<file path="src/core/i2cb_map.svh">
// Constant map of the two-wire byte transfer engine
`ifndef I2CB_MAP_SVH
`define I2CB_MAP_SVH
`define I2CB_CLK_NS 25
`define I2CB_QTR_NS 2500
`define I2CB_QTR_CYC ((`I2CB_QTR_NS + `I2CB_CLK_NS - 1) / `I2CB_CLK_NS)
`define I2CB_QTR_LAST 8'((`I2CB_QTR_CYC) - 1)
`define I2CB_ACK_BIT 4'h8
`define I2CB_TEN_PFX 5'h1e
`define I2CB_DIR_WR 1'b0
`define I2CB_DIR_RD 1'b1
`define I2CB_PH_0 2'h0
`define I2CB_PH_1 2'h1
`define I2CB_PH_2 2'h2
`define I2CB_PH_3 2'h3
`define I2CB_SYNC_SCL 0
`define I2CB_SYNC_SDA 1
`endif

</file>
<file path="src/core/i2cb_pkg.sv">
// Types of the two-wire byte transfer engine
package i2cb_pkg;
  typedef enum logic [6:0] {
    ST_IDLE = 7'h01,
    ST_START = 7'h02,
    ST_TXB = 7'h04,
    ST_RXB = 7'h08,
    ST_HOLD = 7'h10,
    ST_RSTART = 7'h20,
    ST_STOP = 7'h40
  } i2cb_state_t;

  typedef enum logic [3:0] {
    SP_A1 = 4'h1,
    SP_A2 = 4'h2,
    SP_A1R = 4'h4,
    SP_DAT = 4'h8
  } i2cb_step_t;

  typedef struct packed {
    i2cb_state_t st;
    i2cb_step_t step;
    logic [1:0] ph;
    logic [7:0] qcnt;
    logic [3:0] bitn;
    logic [7:0] sh;
    logic [9:0] addr;
    logic ten;
    logic rd;
    logic scl_oe;
    logic sda_oe;
    logic pend;
    logic nack;
  } i2cb_eng_t;
endpackage

</file>
<file path="src/core/i2cb_sync.sv">
// Two-flop synchroniser for the bus line inputs
`timescale 1ns/1ps
`default_nettype none
module i2cb_sync (
  input wire logic clk_i, // Core clock
  input wire logic rst_n_i, // Async reset, active low
  input wire logic [1:0] d_i, // Asynchronous line levels
  output logic [1:0] q_o // Synchronised levels
);
  typedef struct packed {
    logic [1:0] s1;
    logic [1:0] s2;
  } i2cb_sync_t;

  i2cb_sync_t r;
  i2cb_sync_t n;

  always_comb begin
    n.s1 = d_i;
    n.s2 = r.s1;
  end

  // Idle bus lines are high, so reset to high
  always_ff @(posedge clk_i or negedge rst_n_i) begin
    if (!rst_n_i) begin
      r <= '1;
    end else begin
      r <= n;
    end
  end

  assign q_o = r.s2;
endmodule
`default_nettype wire

</file>
<file path="src/core/i2cb_buf2.sv">
// Small valid/ready buffer for byte data
`timescale 1ns/1ps
`default_nettype none
module i2cb_buf2 #(
  parameter int W = 8,
  parameter int DEPTH = 2
) (
  input wire logic clk_i, // Core clock
  input wire logic rst_n_i, // Async reset, active low
  input wire logic [W-1:0] in_data_i, // Fill side data
  input wire logic in_valid_i, // Fill side valid
  output logic in_ready_o, // Fill side ready, low when full
  output logic [W-1:0] out_data_o, // Drain side data
  output logic out_valid_o, // Drain side valid, low when empty
  input wire logic out_ready_i // Drain side ready
);
  localparam int AW = (DEPTH > 1) ? $clog2(DEPTH) : 1;

  typedef struct packed {
    logic [DEPTH-1:0][W-1:0] mem;
    logic [AW-1:0] wp;
    logic [AW-1:0] rp;
    logic [AW:0] cnt;
  } i2cb_bufst_t;

  i2cb_bufst_t r;
  i2cb_bufst_t n;
  logic push;
  logic pop;

  assign in_ready_o = (r.cnt != (AW+1)'(DEPTH));
  assign out_valid_o = (r.cnt != '0);
  assign out_data_o = r.mem[r.rp];
  assign push = in_valid_i && in_ready_o;
  assign pop = out_valid_o && out_ready_i;

  always_comb begin
    n = r;
    if (push) begin
      n.mem[r.wp] = in_data_i;
      n.wp = (r.wp == AW'(DEPTH - 1)) ? '0 : r.wp + AW'(1);
    end
    if (pop) begin
      n.rp = (r.rp == AW'(DEPTH - 1)) ? '0 : r.rp + AW'(1);
    end
    if (push && !pop) begin
      n.cnt = r.cnt + (AW+1)'(1);
    end else if (pop && !push) begin
      n.cnt = r.cnt - (AW+1)'(1);
    end
  end

  always_ff @(posedge clk_i or negedge rst_n_i) begin
    if (!rst_n_i) begin
      r <= '0;
    end else begin
      r <= n;
    end
  end
endmodule
`default_nettype wire

</file>
<file path="src/core/i2cb_engine.sv">
// Master byte transfer engine of the two-wire serial bus
//
// How it works
// RULE_01: every byte shifts exactly eight data bits, one per clock pulse.
// RULE_02: no byte count limit between Start and Stop.
// RULE_03: the address byte is sent first after every Start or repeated Start.
// RULE_04: a ninth clock pulse carries the acknowledge after eight data pulses.
// RULE_05: address and data bytes go out most significant bit first.
// RULE_06: 7-bit write: Start, address, direction 0, ack, acked data, Stop.
// RULE_07: 10-bit write: 11110 prefix byte, second address byte, acked data, Stop.
// RULE_08: 7-bit read: address with direction 1, slave ack, master acks data.
// RULE_09: 10-bit read: two address bytes, repeated Start, first byte with direction 1.
// RULE_10: the master generates the acknowledge clock pulse in both directions.
// RULE_11: the transmitter releases the data line during the acknowledge pulse.
// RULE_12: the receiver holds data low through the high half of pulse nine.
// RULE_13: acknowledge can be disabled, yet the ninth pulse is always made.
// RULE_14: after a sent byte, clock stays low until new data is written; the engine does so only after data bytes and a write's last address byte.
// RULE_15: each sent byte raises pending; processor answers with the next byte.
// RULE_16: after a received byte, clock stays low until the byte is read.
// RULE_17: each received byte raises pending; processor answers by reading it.
// RULE_18: eighth address bit: 0 is write, 1 is read.
// RULE_19: Start is data falling while clock is high.
// RULE_20: Stop is data rising while clock is high, ending the transfer.
// RULE_21: 10-bit first byte carries the two top address bits after the prefix.
`timescale 1ns/1ps
`default_nettype none
`include "i2cb_map.svh"
module i2cb_engine (
  input wire logic clk_i, // Core clock, 40 MHz
  input wire logic rst_n_i, // Async reset, active low
  input wire logic scl_i, // Serial clock line level
  output logic scl_o, // Serial clock drive value, always low
  output logic scl_oe_o, // Serial clock pull-low enable
  input wire logic sda_i, // Serial data line level
  output logic sda_o, // Serial data drive value, always low
  output logic sda_oe_o, // Serial data pull-low enable
  input wire logic cmd_start_i, // Pulse: Start with the given address
  input wire logic [9:0] addr_i, // Slave address
  input wire logic ten_bit_i, // Address is 10 bits wide
  input wire logic read_i, // Transfer direction is read
  input wire logic stop_req_i, // Level: end the transfer at next byte gap
  input wire logic ack_en_i, // Level: acknowledge received bytes
  input wire logic [7:0] tx_data_i, // Byte written to the shift data register
  input wire logic tx_valid_i, // Write strobe of the shift data register
  output logic tx_ready_o, // Write side has room
  output logic [7:0] rx_data_o, // Byte read from the shift data register
  output logic rx_valid_o, // Received byte waiting
  input wire logic rx_ready_i, // Read strobe of the shift data register
  output logic pend_o, // Byte completion pending
  output logic busy_o, // Transfer in progress
  output logic hold_o, // Serial clock held low between bytes
  output logic nack_o // Acknowledge slot of the last sent byte read high
);
  import i2cb_pkg::*;

  i2cb_eng_t r;
  i2cb_eng_t n;
  logic [1:0] lines_s;
  logic scl_s;
  logic sda_s;
  logic adv;
  logic tx_pop;
  logic [7:0] tx_q;
  logic tx_q_vld;
  logic rx_push;
  logic rx_room;
  logic byte_end;

  // Both lines pass two flops before any logic reads them
  i2cb_sync u_sync (
    .clk_i(clk_i),
    .rst_n_i(rst_n_i),
    .d_i({sda_i, scl_i}),
    .q_o(lines_s)
  );

  assign scl_s = lines_s[`I2CB_SYNC_SCL];
  assign sda_s = lines_s[`I2CB_SYNC_SDA];

  // Written bytes wait here so a fast writer loses nothing
  i2cb_buf2 #(
    .W(8),
    .DEPTH(2)
  ) u_txbuf (
    .clk_i(clk_i),
    .rst_n_i(rst_n_i),
    .in_data_i(tx_data_i),
    .in_valid_i(tx_valid_i),
    .in_ready_o(tx_ready_o),
    .out_data_o(tx_q),
    .out_valid_o(tx_q_vld),
    .out_ready_i(tx_pop)
  );

  // Received bytes wait here; reception resumes only once it is empty
  i2cb_buf2 #(
    .W(8),
    .DEPTH(2)
  ) u_rxbuf (
    .clk_i(clk_i),
    .rst_n_i(rst_n_i),
    .in_data_i(r.sh),
    .in_valid_i(rx_push),
    .in_ready_o(rx_room),
    .out_data_o(rx_data_o),
    .out_valid_o(rx_valid_o),
    .out_ready_i(rx_ready_i)
  );

  // First address byte: 7-bit form or 11110 prefix with top two bits
  function automatic logic [7:0] first_byte(input logic [9:0] a, input logic ten, input logic dir);
    logic [7:0] b;
    if (ten) begin
      b = {`I2CB_TEN_PFX, a[9:8], dir}; // see RULE_21
    end else begin
      b = {a[6:0], dir}; // see RULE_18
    end
    return b;
  endfunction

  // A released clock that still reads low is a stretching slave; wait
  assign adv = (r.qcnt == `I2CB_QTR_LAST) && (r.scl_oe || scl_s);
  assign byte_end = adv && (r.ph == `I2CB_PH_3) && (r.bitn == `I2CB_ACK_BIT);
  assign rx_push = (r.st == ST_RXB) && byte_end;

  // One pass: quarter timer, pending flag, then the state step
  always_comb begin
    n = r;
    tx_pop = 1'b0;
    if (r.st != ST_IDLE && r.st != ST_HOLD) begin
      if ((!r.scl_oe && !scl_s) || adv) begin
        n.qcnt = 8'h00;
      end else begin
        n.qcnt = r.qcnt + 8'h01;
      end
      if (adv) begin
        n.ph = r.ph + 2'h1;
      end
    end
    // Processor access clears pending; a new completion below wins
    if ((tx_valid_i && tx_ready_o) || (rx_valid_o && rx_ready_i)) begin
      n.pend = 1'b0; // see RULE_15, RULE_17
    end
    case (r.st)
      ST_IDLE: begin
        // Both lines released while idle
        n.scl_oe = 1'b0;
        n.sda_oe = 1'b0;
        if (cmd_start_i) begin
          n.addr = addr_i;
          n.ten = ten_bit_i;
          n.rd = read_i;
          n.nack = 1'b0;
          n.st = ST_START;
          n.ph = `I2CB_PH_0;
          n.qcnt = 8'h00;
        end
      end
      ST_START: begin
        if (adv) begin
          case (r.ph)
            `I2CB_PH_1: begin
              n.sda_oe = 1'b1; // see RULE_19
            end
            `I2CB_PH_2: begin
              n.scl_oe = 1'b1;
            end
            `I2CB_PH_3: begin
              n.sh = first_byte(r.addr, r.ten, r.ten ? `I2CB_DIR_WR : r.rd); // see RULE_03, RULE_06, RULE_08
              n.step = SP_A1;
              n.bitn = 4'h0;
              n.st = ST_TXB;
            end
            default: begin
            end
          endcase
        end
      end
      ST_TXB, ST_RXB: begin
        if (adv) begin
          case (r.ph)
            `I2CB_PH_0: begin
              if (r.st == ST_TXB) begin
                // Ack slot released for the slave
                n.sda_oe = (r.bitn == `I2CB_ACK_BIT) ? 1'b0 : ~r.sh[7]; // see RULE_05, RULE_11
              end else begin
                // Disabled ack leaves the line high on pulse nine
                n.sda_oe = (r.bitn == `I2CB_ACK_BIT) ? ack_en_i : 1'b0; // see RULE_12, RULE_13
              end
            end
            `I2CB_PH_1: begin
              n.scl_oe = 1'b0; // see RULE_10
            end
            `I2CB_PH_2: begin
              if (r.bitn == `I2CB_ACK_BIT) begin
                if (r.st == ST_TXB) begin
                  n.nack = sda_s;
                end
              end else if (r.st == ST_TXB) begin
                n.sh = {r.sh[6:0], 1'b0};
              end else begin
                n.sh = {r.sh[6:0], sda_s}; // see RULE_05
              end
            end
            default: begin
              // Clock pulled low ends the bit
              n.scl_oe = 1'b1;
              if (r.bitn == `I2CB_ACK_BIT) begin
                n.bitn = 4'h0;
                n.pend = 1'b1; // see RULE_15, RULE_17
                if (r.st == ST_TXB && r.step == SP_A1 && r.ten) begin
                  n.sh = r.addr[7:0]; // see RULE_07, RULE_09
                  n.step = SP_A2;
                end else if (r.st == ST_TXB && r.step == SP_A1R) begin
                  n.step = SP_DAT;
                  n.st = ST_HOLD;
                end else begin
                  n.st = ST_HOLD; // see RULE_14, RULE_16
                end
              end else begin
                n.bitn = r.bitn + 4'h1; // see RULE_01, RULE_04
              end
            end
          endcase
        end
      end
      ST_HOLD: begin
        // Clock held low; a master ack level stays on data meanwhile
        n.scl_oe = 1'b1;
        n.qcnt = 8'h00;
        n.ph = `I2CB_PH_0;
        // A start request wins over stop and over queued data
        if (cmd_start_i) begin
          n.addr = addr_i;
          n.ten = ten_bit_i;
          n.rd = read_i;
          n.nack = 1'b0;
          n.step = SP_A1;
          n.st = ST_RSTART; // see RULE_03
        end else if (r.step == SP_A2 && r.rd) begin
          n.step = SP_A1R;
          n.st = ST_RSTART; // see RULE_09
        end else if (stop_req_i) begin
          n.st = ST_STOP; // see RULE_06
        end else if (r.rd) begin
          // Resume only once the last byte has been taken
          if (!rx_valid_o && rx_room) begin
            n.step = SP_DAT;
            n.sh = 8'h00;
            n.st = ST_RXB; // see RULE_02, RULE_08, RULE_16
          end
        end else if (tx_q_vld) begin
          tx_pop = 1'b1;
          n.step = SP_DAT;
          n.sh = tx_q;
          n.st = ST_TXB; // see RULE_02, RULE_14
        end
      end
      ST_RSTART: begin
        // Data released first so that its fall comes under a high clock
        if (adv) begin
          case (r.ph)
            `I2CB_PH_0: begin
              n.sda_oe = 1'b0;
            end
            `I2CB_PH_1: begin
              n.scl_oe = 1'b0;
            end
            `I2CB_PH_2: begin
              n.sda_oe = 1'b1; // see RULE_19
            end
            default: begin
              n.scl_oe = 1'b1;
              n.bitn = 4'h0;
              n.nack = 1'b0;
              if (r.step == SP_A1R) begin
                n.sh = first_byte(r.addr, 1'b1, `I2CB_DIR_RD); // see RULE_09
              end else begin
                n.sh = first_byte(r.addr, r.ten, r.ten ? `I2CB_DIR_WR : r.rd); // see RULE_03
              end
              n.st = ST_TXB;
            end
          endcase
        end
      end
      ST_STOP: begin
        // Data pulled low first so that it can rise under a high clock
        if (adv) begin
          case (r.ph)
            `I2CB_PH_0: begin
              n.sda_oe = 1'b1;
            end
            `I2CB_PH_1: begin
              n.scl_oe = 1'b0;
            end
            `I2CB_PH_2: begin
              n.sda_oe = 1'b0; // see RULE_20
            end
            default: begin
              n.st = ST_IDLE;
            end
          endcase
        end
      end
      default: begin
        n.st = ST_IDLE;
      end
    endcase
  end

  always_ff @(posedge clk_i or negedge rst_n_i) begin
    if (!rst_n_i) begin
      // Lines released, nothing pending
      r.st <= ST_IDLE;
      r.step <= SP_A1;
      r.ph <= `I2CB_PH_0;
      r.qcnt <= '0;
      r.bitn <= '0;
      r.sh <= '0;
      r.addr <= '0;
      r.ten <= 1'b0;
      r.rd <= 1'b0;
      r.scl_oe <= 1'b0;
      r.sda_oe <= 1'b0;
      r.pend <= 1'b0;
      r.nack <= 1'b0;
    end else begin
      r <= n;
    end
  end

  // Open-drain lines: only ever pull low
  assign scl_o = 1'b0;
  assign sda_o = 1'b0;
  assign scl_oe_o = r.scl_oe;
  assign sda_oe_o = r.sda_oe;
  assign pend_o = r.pend;
  assign busy_o = (r.st != ST_IDLE);
  assign hold_o = (r.st == ST_HOLD);
  assign nack_o = r.nack;
endmodule
`default_nettype wire

</file>
<file path="config.mk">
export PLATFORM = sky130hd
export DESIGN_NAME = i2cb_engine
export DESIGN_NICKNAME = d
export VERILOG_FILES = /design/src/core/i2cb_pkg.sv /design/src/core/i2cb_sync.sv /design/src/core/i2cb_buf2.sv /design/src/core/i2cb_engine.sv
export VERILOG_INCLUDE_DIRS = /design/src /design/src/core
export SDC_FILE = /design/constraint.sdc
export NUM_CORES = 1
export LEC_CHECK = 0
export ABC_AREA = 0
export BUFFER_PORTS_ARGS = -buffer_cell sky130_fd_sc_hd__buf_4
export CAP_MARGIN = 20
export CORE_UTILIZATION = 63
export CTS_BUF_LIST = sky130_fd_sc_hd__clkbuf_8
export DETAILED_ROUTE_END_ITERATION = 8
export GPL_TIMING_DRIVEN = 1
export PLACE_DENSITY_LB_ADDON = 0.12
export SYNTH_ARGS = -nofsm -noshare
export SYNTH_HDL_FRONTEND = slang
export SYNTH_SLANG_ARGS = --single-unit
</file>
<file path="constraint.sdc">
create_clock -name clk_i -period 4.2 [get_ports clk_i]
set_input_delay 0.84 -clock clk_i [delete_from_list [all_inputs] [get_ports clk_i]]
set_output_delay 0.84 -clock clk_i [all_outputs]
set_load 0.01 [all_outputs]
</file>
== Word level (Yosys, flattened, before mapping) ==
Cells that the tools add are included.

* Bits in registers: 93
* Logic and storage cells: 253
* Input port bits: 29

* Muxes and demuxes: 101
* Magnitude comparators: 6
* Equal/unequal tests: 54
* Reductions and logical operators: 55
* Bitwise operators: 1
* Add/subtract/negate cells: 11

{| class="wikitable"
|+ Operators by type and width
! cell !! count
|-
| $mux 8 || 18
|-
| $mux 11 || 10
|-
| $mux 12 || 5
|-
| $mux 7 || 7
|-
| $pmux 7 s6 || 1
|-
| $ne 2x2->1 const B || 18
|-
| $bwmux 16 || 2
|-
| $pmux 8 s4 || 1
|-
| $mux 1 || 29
|-
| $mux 4 || 6
|-
| $pmux 4 s3 || 2
|-
| $logic_and 1x1->1 || 21
|-
| $mux 10 || 2
|-
| $pmux 10 s2 || 1
|-
| $demux 8 s1 || 2
|-
| $mux 2 || 8
|-
| $pmux 8 s2 || 1
|-
| $reduce_and 15->1 || 1
|-
| $reduce_and 7->1 || 2
|-
| $reduce_and 13->1 || 1
|-
| $ne 2x1->1 const B || 6
|-
| $reduce_and 10->1 || 1
|-
| $ne 3x1->1 const B || 3
|-
| $ne 3x2->1 const B || 3
|-
| other kinds (47) || 77
|}

== Depth between registers and ports, before layout ==
Gate-level depths: netlist of run 1.

* Word-level depth: 11
* Depth in mapped cells: 12

== Modules after synthesis ==
Synthesis of run 1 repeated with hierarchy kept, for this count alone.

* Cells, all modules: 470
* Area total of the unflattened synthesis: 5302.6 sq um

{| class="wikitable"
|+ By module, submodules not included
! module !! times used !! cells an instance !! area an instance (sq um)
|-
| i2cb_engine || 1 || 346 || 3258.1
|-
| i2cb_buf2 || 2 || 60 || 969.7
|-
| i2cb_sync || 1 || 4 || 105.1
|}

== Least setup slack after synthesis of run 1 ==
Ideal clock, no wire load.

* Kind: register to register
* Start: register r[42] (netlist name)
* End: register u_txbuf.r[1] (netlist name)
* Arrival: 2369 ps
* Path slack: 1752 ps
* Required time: 4121 ps
* Cell stages (with the launch flop): 13
* Period minus slack after synthesis: 2448 ps
* Path through: dfstp_2 > buf_2 > nor3_1 > nand3_1 > inv_1 > nand2b_1 > clkbuf_1 > nor3_1 > o21ai_1 > ha_1 > xor2_1 > nor2_1 > xor2_1

* Longest elaborated chain between the ends: 6

{| class="wikitable"
|+ Ends and longest elaborated chain
! element !! RTL line !! text
|-
| start: declaration || i2cb_engine.sv:56 || <nowiki>i2cb_eng_t r;</nowiki>
|-
| start signal: assignment || i2cb_engine.sv:328 || <nowiki>r <= n;</nowiki>
|-
| $eq 7x5->1 (*) || - ||
|-
| named net hold_o || i2cb_engine.sv:51 || <nowiki>output logic hold_o,</nowiki>
|-
| $mux 1 (*) || i2cb_engine.sv:144 || <nowiki>case (r.st)</nowiki>
|-
| $logic_and 1x1->1 (*) || i2cb_buf2.sv:35 || <nowiki>assign pop = out_valid_o && out_ready_i;</nowiki>
|-
| $logic_not 1->1 || i2cb_buf2.sv:46 || <nowiki>if (push && !pop) begin</nowiki>
|-
| $logic_and 1x1->1 || i2cb_buf2.sv:46 ||
|-
| $mux 2 / $reduce_bool 2->1 (equally long branches) || - ||
|-
| end signal: assignment || i2cb_buf2.sv:57 || <nowiki>r <= n;</nowiki>
|-
| end: declaration || i2cb_buf2.sv:26 || <nowiki>i2cb_bufst_t r;</nowiki>
|}

Mark *: on every way through the listed nets, which the timed path passes. The rest lies on a longest branch.
A chain may end at the register's enable or synchronous reset.

== Final worst setup path of run 1 ==
* Start: register r[48] (netlist name)
* End: output port hold_o

* Longest elaborated chain between the ends: 1

{| class="wikitable"
|+ Ends and longest elaborated chain
! element !! RTL line !! text
|-
| $eq 7x5->1 || i2cb_engine.sv:339 || <nowiki>assign hold_o = (r.st == ST_HOLD);</nowiki>
|-
| end: declaration || i2cb_engine.sv:51 ||
|}

Every way passes these cells.

==> results_dict.tcl, run 1 <==
set metrics [dict create \
    antenna_found_initial 0 \
    firstDrtPassIters 5 \
    synth_warnings 0 \
    worstReg2RegStart "r[48]" \
    wl_per_cell_um 18.9 \
    rsz0062_at_grt "false" \
    post-cts-setup-buffers 0 \
    numCtsBuffers 9 \
    finalMaxSlewViolations 0 \
    synth-seq-area-share_pct 45.9 \
    place_hpwl_um 8600 \
    hold_class "primary input to asynchronous set/reset pin" \
    cts_tree "done" \
    grtUsageMet1_pct 44.3 \
    synth_edf_count 0 \
    drt-initial-drc-count 354 \
    end_kind "primary output" \
    routabilityCongestion 0.949 \
    die_w_um 91.9 \
    place.port_buffers 44 \
    pwr-share-seq_pct 43.9 \
    final-hold-violation-count 0 \
    synth_cell_type_count 66 \
    grt_util_met2_pct 46.1 \
    setup.worst_path.end "hold_o" \
    h-tree-depth 3 \
    crit_path_start_kind "flop" \
    crit_required_ps 3360 \
    clock_skew_ps 11.3 \
    finalSetupViolCount 0 \
    sw_frac_of_total_pct 38.0 \
    insertedDiodeCount 0 \
    initial_core_util_pct 65.5 \
    grt.busiest_layer "met2" \
    worst_pin_slew_ps 764 \
    slew_headroom_pct 47.8 \
    ys_ff_latch 93 \
    grtUsageMet3_pct 4.15 \
    maxCapViolations 0 \
    netlist_instances 478 \
    drive_above_1_share_pct 28.3 \
    outcome "complete, no violations" \
    reg2reg_depth 9 \
    core_um2 7770 \
    pwr-share-comb_pct 36.4 \
    vias 3967 \
    worstSkewPairLatency_ps 370 \
    leakagePower_nw 2.54 \
    grt_usage_pct 30.0 \
    fill_cells 572 \
    fin_hold_ws_ps 345 \
    ctsHoldBuffers 0 \
    critPathKind "flop to primary output" \
    detail_route.vias_per_cell 6.39 \
    reg2reg_slack_ps 1280 \
    max_freq_mhz 339 \
    fin_crit_sh_pct 70.2 \
    clock_path_buffers 2 \
    cts.clk_slew.worst_paths_ps 100 \
    drtAntennaViolNets 0 \
    routed_wl_um 11800 \
    die_h_um 91.9 \
    internal-power_mw 2.00 \
    area_growth_pct 11.9 \
    powerDensity_nw_per_um2 567 \
    crit_arrival_ps 2110 \
    grt_pass1_vias 3803 \
    grt_pass1_wl_um 19600 \
    peakVddDrop_mv 0.315 \
    drc 0 \
    ioPinCount 47 \
    ys.flop_type "dfrtp_1" \
    ctsResizeCount 0 \
    cp_max_fo 12 \
    grt-ovfl-total 0 \
    dieArea_um2 8440 \
    power_switching_mw 1.23 \
    nets 552 \
    clock_sinks 93 \
    fin_tns_setup_ps 0 \
    cts-root-buf "clkbuf_8" \
    reg2reg_to "u_txbuf.r[1]" \
    cp-startpoint "r[48]" \
    rows 32 \
    grt_max_degree 94 \
    netlist_area_um2 5090 \
    layout_min_cycle_time_ps 2950 \
    syn_avg_cell_area_um2 10.6 \
    async_flop_share_pct 100 \
    power.share.clock_pct 19.7 \
]
-- placed cells by master (no fill, tap or decap), types with 3 or more instances in the layout --
master and n:
o22ai_1 6, a21oi_1 14, xor2_1 11, nor2_1 23, dfrtp_1 87, nand2_1 41, nor3_1 12, nand2b_1 8
a2111oi_0 3, nor4b_1 3, nand3b_1 3, and3_1 10, dfstp_2 6, o2bb2ai_1 3, xnor2_1 9, mux2_4 8
mux2i_1 18, nor4_1 5, inv_1 14, o31ai_1 3, buf_4 46, nand4_1 5, ha_1 9, clkbuf_8 9
inv_6 3, o21ai_0 35, nand3_1 16, mux2_2 58
-- cells in the mapped netlist, types with 4 or more instances --
master | count | area (µm²)
a21oi_1 | 14 | 70.1
and3_1 | 10 | 62.6
buf_1 | 4 | 15.0
buf_2 | 4 | 20.0
clkbuf_1 | 12 | 45.0
dfrtp_1 | 87 | 2180
dfstp_2 | 6 | 158
ha_1 | 9 | 113
inv_1 | 14 | 52.6
mux2_2 | 58 | 653
mux2_4 | 8 | 120
mux2i_1 | 18 | 180
nand2_1 | 41 | 154
nand2b_1 | 8 | 50.1
nand3_1 | 16 | 80.1
nand4_1 | 5 | 31.3
nor2_1 | 23 | 86.3
nor3_1 | 12 | 60.1
nor4_1 | 5 | 31.3
o21ai_0 | 35 | 175
o22ai_1 | 6 | 37.5
xnor2_1 | 9 | 78.8
xor2_1 | 11 | 96.3
-- cells by family after synthesis --
group | count (synthesis) | share of synthesized area, %
adders and majority gates | 9 | 2.21
AOI/OAI and AO/OA | 90 | 11.8
buffers and inverters | 37 | 3.12
xor gates and xnor gates | 20 | 3.44
DFF | 93 | 45.9
other | 1 | 0.0737
muxes | 84 | 18.7
and+or+nand+nor | 144 | 14.7
-- critical path, stage by stage, from the launching register on --
cell and delay (ps):
dfrtp_1 540, nor3_1 420, nand3_1 350, inv_1 270
buf_4 170
-- metrics by stage --
stage	std cells	power, mW	area (µm²)	setup WS [ps]	utilization [%]
after global routing	621	3.42	5700	948	73.3
after CTS	620	3.22	5670	1260	73.0
after floorplan	479	2.23	5090	1750	-
after global placement	604	2.55	5460	1470	70.3
final	621	3.23	5700	1250	73.3
after detailed placement	604	2.58	5460	1300	70.3
-- state kept, by name (all words and copies together), names as in the netlist --
name / cells
nack_o: 1
pend_o: 1
r: 45
scl_oe_o: 1
sda_oe_o: 1
u_rxbuf.r: 20
u_sync.n: 2
u_sync.q_o: 2
u_txbuf.r: 20
-- power by group through the flow --
stage	combinational, mW	clock [mW]	sequential [mW]
after floorplan	0.953	0	1.28
after global placement	1.13	0	1.42
after detailed placement	1.15	0	1.43
after CTS	1.16	0.647	1.41
after global routing	1.29	0.680	1.45
final	1.18	0.637	1.42
-- how the worst min path moves through the flow --
stage	from	to	slack [ps]	depth (start not counted)
2_1_floorplan	u_sync.n[0]	u_sync.q_o[0]	350	0
3_3_place_gp	u_sync.n[1]	u_sync.q_o[1]	350	0
3_5_place_dp	u_sync.n[1]	u_sync.q_o[1]	360	0
4_1_cts	u_sync.n[1]	u_sync.q_o[1]	370	0
5_1_grt	rst_n_i	r[48]	350	1
6_report	rst_n_i	r[25]	350	1
-- cell type report --
cell class,count,area [µm²],share of cell area (%)
Clock inverter,7,86.3,1.52
Timing Repair Buffer,47,373,6.55
Clock buffer,9,124,2.17
Sequential cell,93,2330,41.0
Multi-Input combinational cell,349,2600,45.6
Tap cell,102,128,2.24
Inverter,14,52.6,0.922
-- per-layer routing --
layer	share of wire, %	routed length, µm
met4	1.1	133
met3	6.4	751
met5	0	0
met1	46	5400
met2	47	5470
Note: power is estimated with default switching activity, not from simulation.
==> inputs of run 2 (changes only) <==
--- a/config.mk
+++ b/config.mk
@@ -9,7 +9,7 @@
 export ABC_AREA = 0
 export BUFFER_PORTS_ARGS = -buffer_cell sky130_fd_sc_hd__buf_4
 export CAP_MARGIN = 20
-export CORE_UTILIZATION = 63
+export CORE_UTILIZATION = 56
 export CTS_BUF_LIST = sky130_fd_sc_hd__clkbuf_8
 export DETAILED_ROUTE_END_ITERATION = 8
 export GPL_TIMING_DRIVEN = 1
==> constraint.sdc (replaced) <==
create_clock -name clk_i -period 2.7 [get_ports clk_i]
set_input_delay 0.54 -clock clk_i [delete_from_list [all_inputs] [get_ports clk_i]]
set_output_delay 0.54 -clock clk_i [all_outputs]
set_load 0.01 [all_outputs]
==> results_dict.tcl, run 2 (synthesis gave the netlist of run 1 again) <==
set metrics [dict create \
    place_inst 639 \
    fin_tns_setup_ps 0 \
    core_um2 8760 \
    fin_crit_sh_pct 95.0 \
    worst_pin_slew_ps 680 \
    fill_cells 711 \
    place_hpwl_um 8930 \
    fin_hold_ws_ps 176 \
    grt_pass1_wl_um 20100 \
    dieArea_um2 9470 \
    grt_max_degree 46 \
    postLayoutSetupSlackWorst_ps 136 \
    vias 3970 \
    leakagePower_nw 2.67 \
    insertedDiodeCount 0 \
    maxCapViolations 0 \
    utilization_pct 67.3 \
    pre_cts_ws_ps 157 \
    antenna_found_initial 0 \
    place.port_buffers 44 \
    grt_usage_pct 27.0 \
    largestRegisters "r (45), u_rxbuf.r (20), u_txbuf.r (20)" \
    final-hold-violation-count 0 \
    clock_sinks 93 \
    nets 580 \
    rows 34 \
    hold_class "primary input to asynchronous set/reset pin" \
    drtAntennaViolNets 0 \
    routed_wl_um 12000 \
    max_freq_mhz 390 \
    drt-initial-drc-count 235 \
    routabilityCongestion 0.966 \
    ioPinCount 47 \
    finalInstanceArea_um2 5900 \
    fin_cells 654 \
    h-tree-depth 3 \
    cts-root-buf "clkbuf_8" \
    largest_register "r" \
    crit_path_start_kind "flop" \
    end_kind "flop" \
    slew_headroom_pct 54.5 \
    firstDrtPassIters 5 \
    clock_path_buffers 2 \
    worstSkewPairLatency_ps 370 \
    critPathKind "flop to flop" \
    die_w_um 97.3 \
    cp_max_fo 8 \
    power_mw 5.11 \
    drc 0 \
    peakVddDrop_mv 0.478 \
    outcome "complete, no violations" \
    rsz0062_at_grt "false" \
    clock_skew_ps 15.2 \
    area_growth_pct 15.9 \
    final_cell_mix "dfrtp_1, buf_4, mux2_2, nand2_1, o21ai_0" \
    final_common_cell "dfrtp_1" \
    initial_core_util_pct 58.1 \
    finalSetupViolCount 0 \
    layout_min_cycle_time_ps 2560 \
    finalMaxSlewViolations 0 \
    powerDensity_nw_per_um2 867 \
    grt_pass1_vias 3956 \
    wl_per_cell_um 18.4 \
    die_h_um 97.3 \
    drive_above_1_share_pct 32.1 \
    cts.clk_slew.worst_paths_ps 90 \
    numCtsBuffers 9 \
    cts_tree "done" \
    crit_arrival_ps 2810 \
    detail_route.vias_per_cell 6.07 \
    place_area_um2 5700 \
    crit_required_ps 2940 \
    largest_register_ffs 45 \
    grt-ovfl-total 0 \
]
run 2: worst paths after layout:
path	slack (ps)	to	depth (start not counted)	start
max	140	u_rxbuf.r[12]	6	r[28]
min	180	r[34]	1	rst_n_i
max reg2reg	140	u_rxbuf.r[12]	6	r[28]
min reg2reg	360	u_sync.q_o[1]	0	u_sync.n[1]
max in group asynchronous	1770	u_sync.q_o[0]	2	rst_n_i
min in group clk_i	280	u_sync.n[0]	1	scl_i
run 2: cell type report:
cell class                      count  area (µm²)  share of cell area, %
Sequential cell                    93        2330                   39.6
Timing Repair Buffer               75         576                   9.76
Tap cell                          108         135                   2.29
Clock inverter                      6        71.3                   1.21
Clock buffer                        9         124                   2.10
Inverter                           14        52.6                  0.891
Multi-Input combinational cell    349        2610                   44.2
run 2: what timing repair did:
item / in CTS / in global routing
endpoints found under the hold margin: 0 / 0
buffers inserted: 0 / 0
endpoints found under the setup margin: 0 / 1
hold buffers: 0 / 0
gates resized for setup: 0 / 2
run 2: worst max-delay path, cell delays in order (launching register included):
cell	delay [ps]
dfrtp_1	390
ha_1	220
nand4b_1	210
or2_1	290
or4_4	550
or2_1	410
mux2_4	360
run 2: per-layer routing:
layer	global-route usage [%]	part of all wire, %
met5	0	0
met4	9.84	2.0
met3	4.46	5.5
met2	41.7	46
met1	38.6	46
run 2: where the power goes:
group          leakage (nW)  internal [mW]  switching [mW]  total (mW)
clock network        0.0980          0.435           0.517       0.952
logic                  1.38           1.01            1.02        2.03
registers              1.19           1.77           0.359        2.13
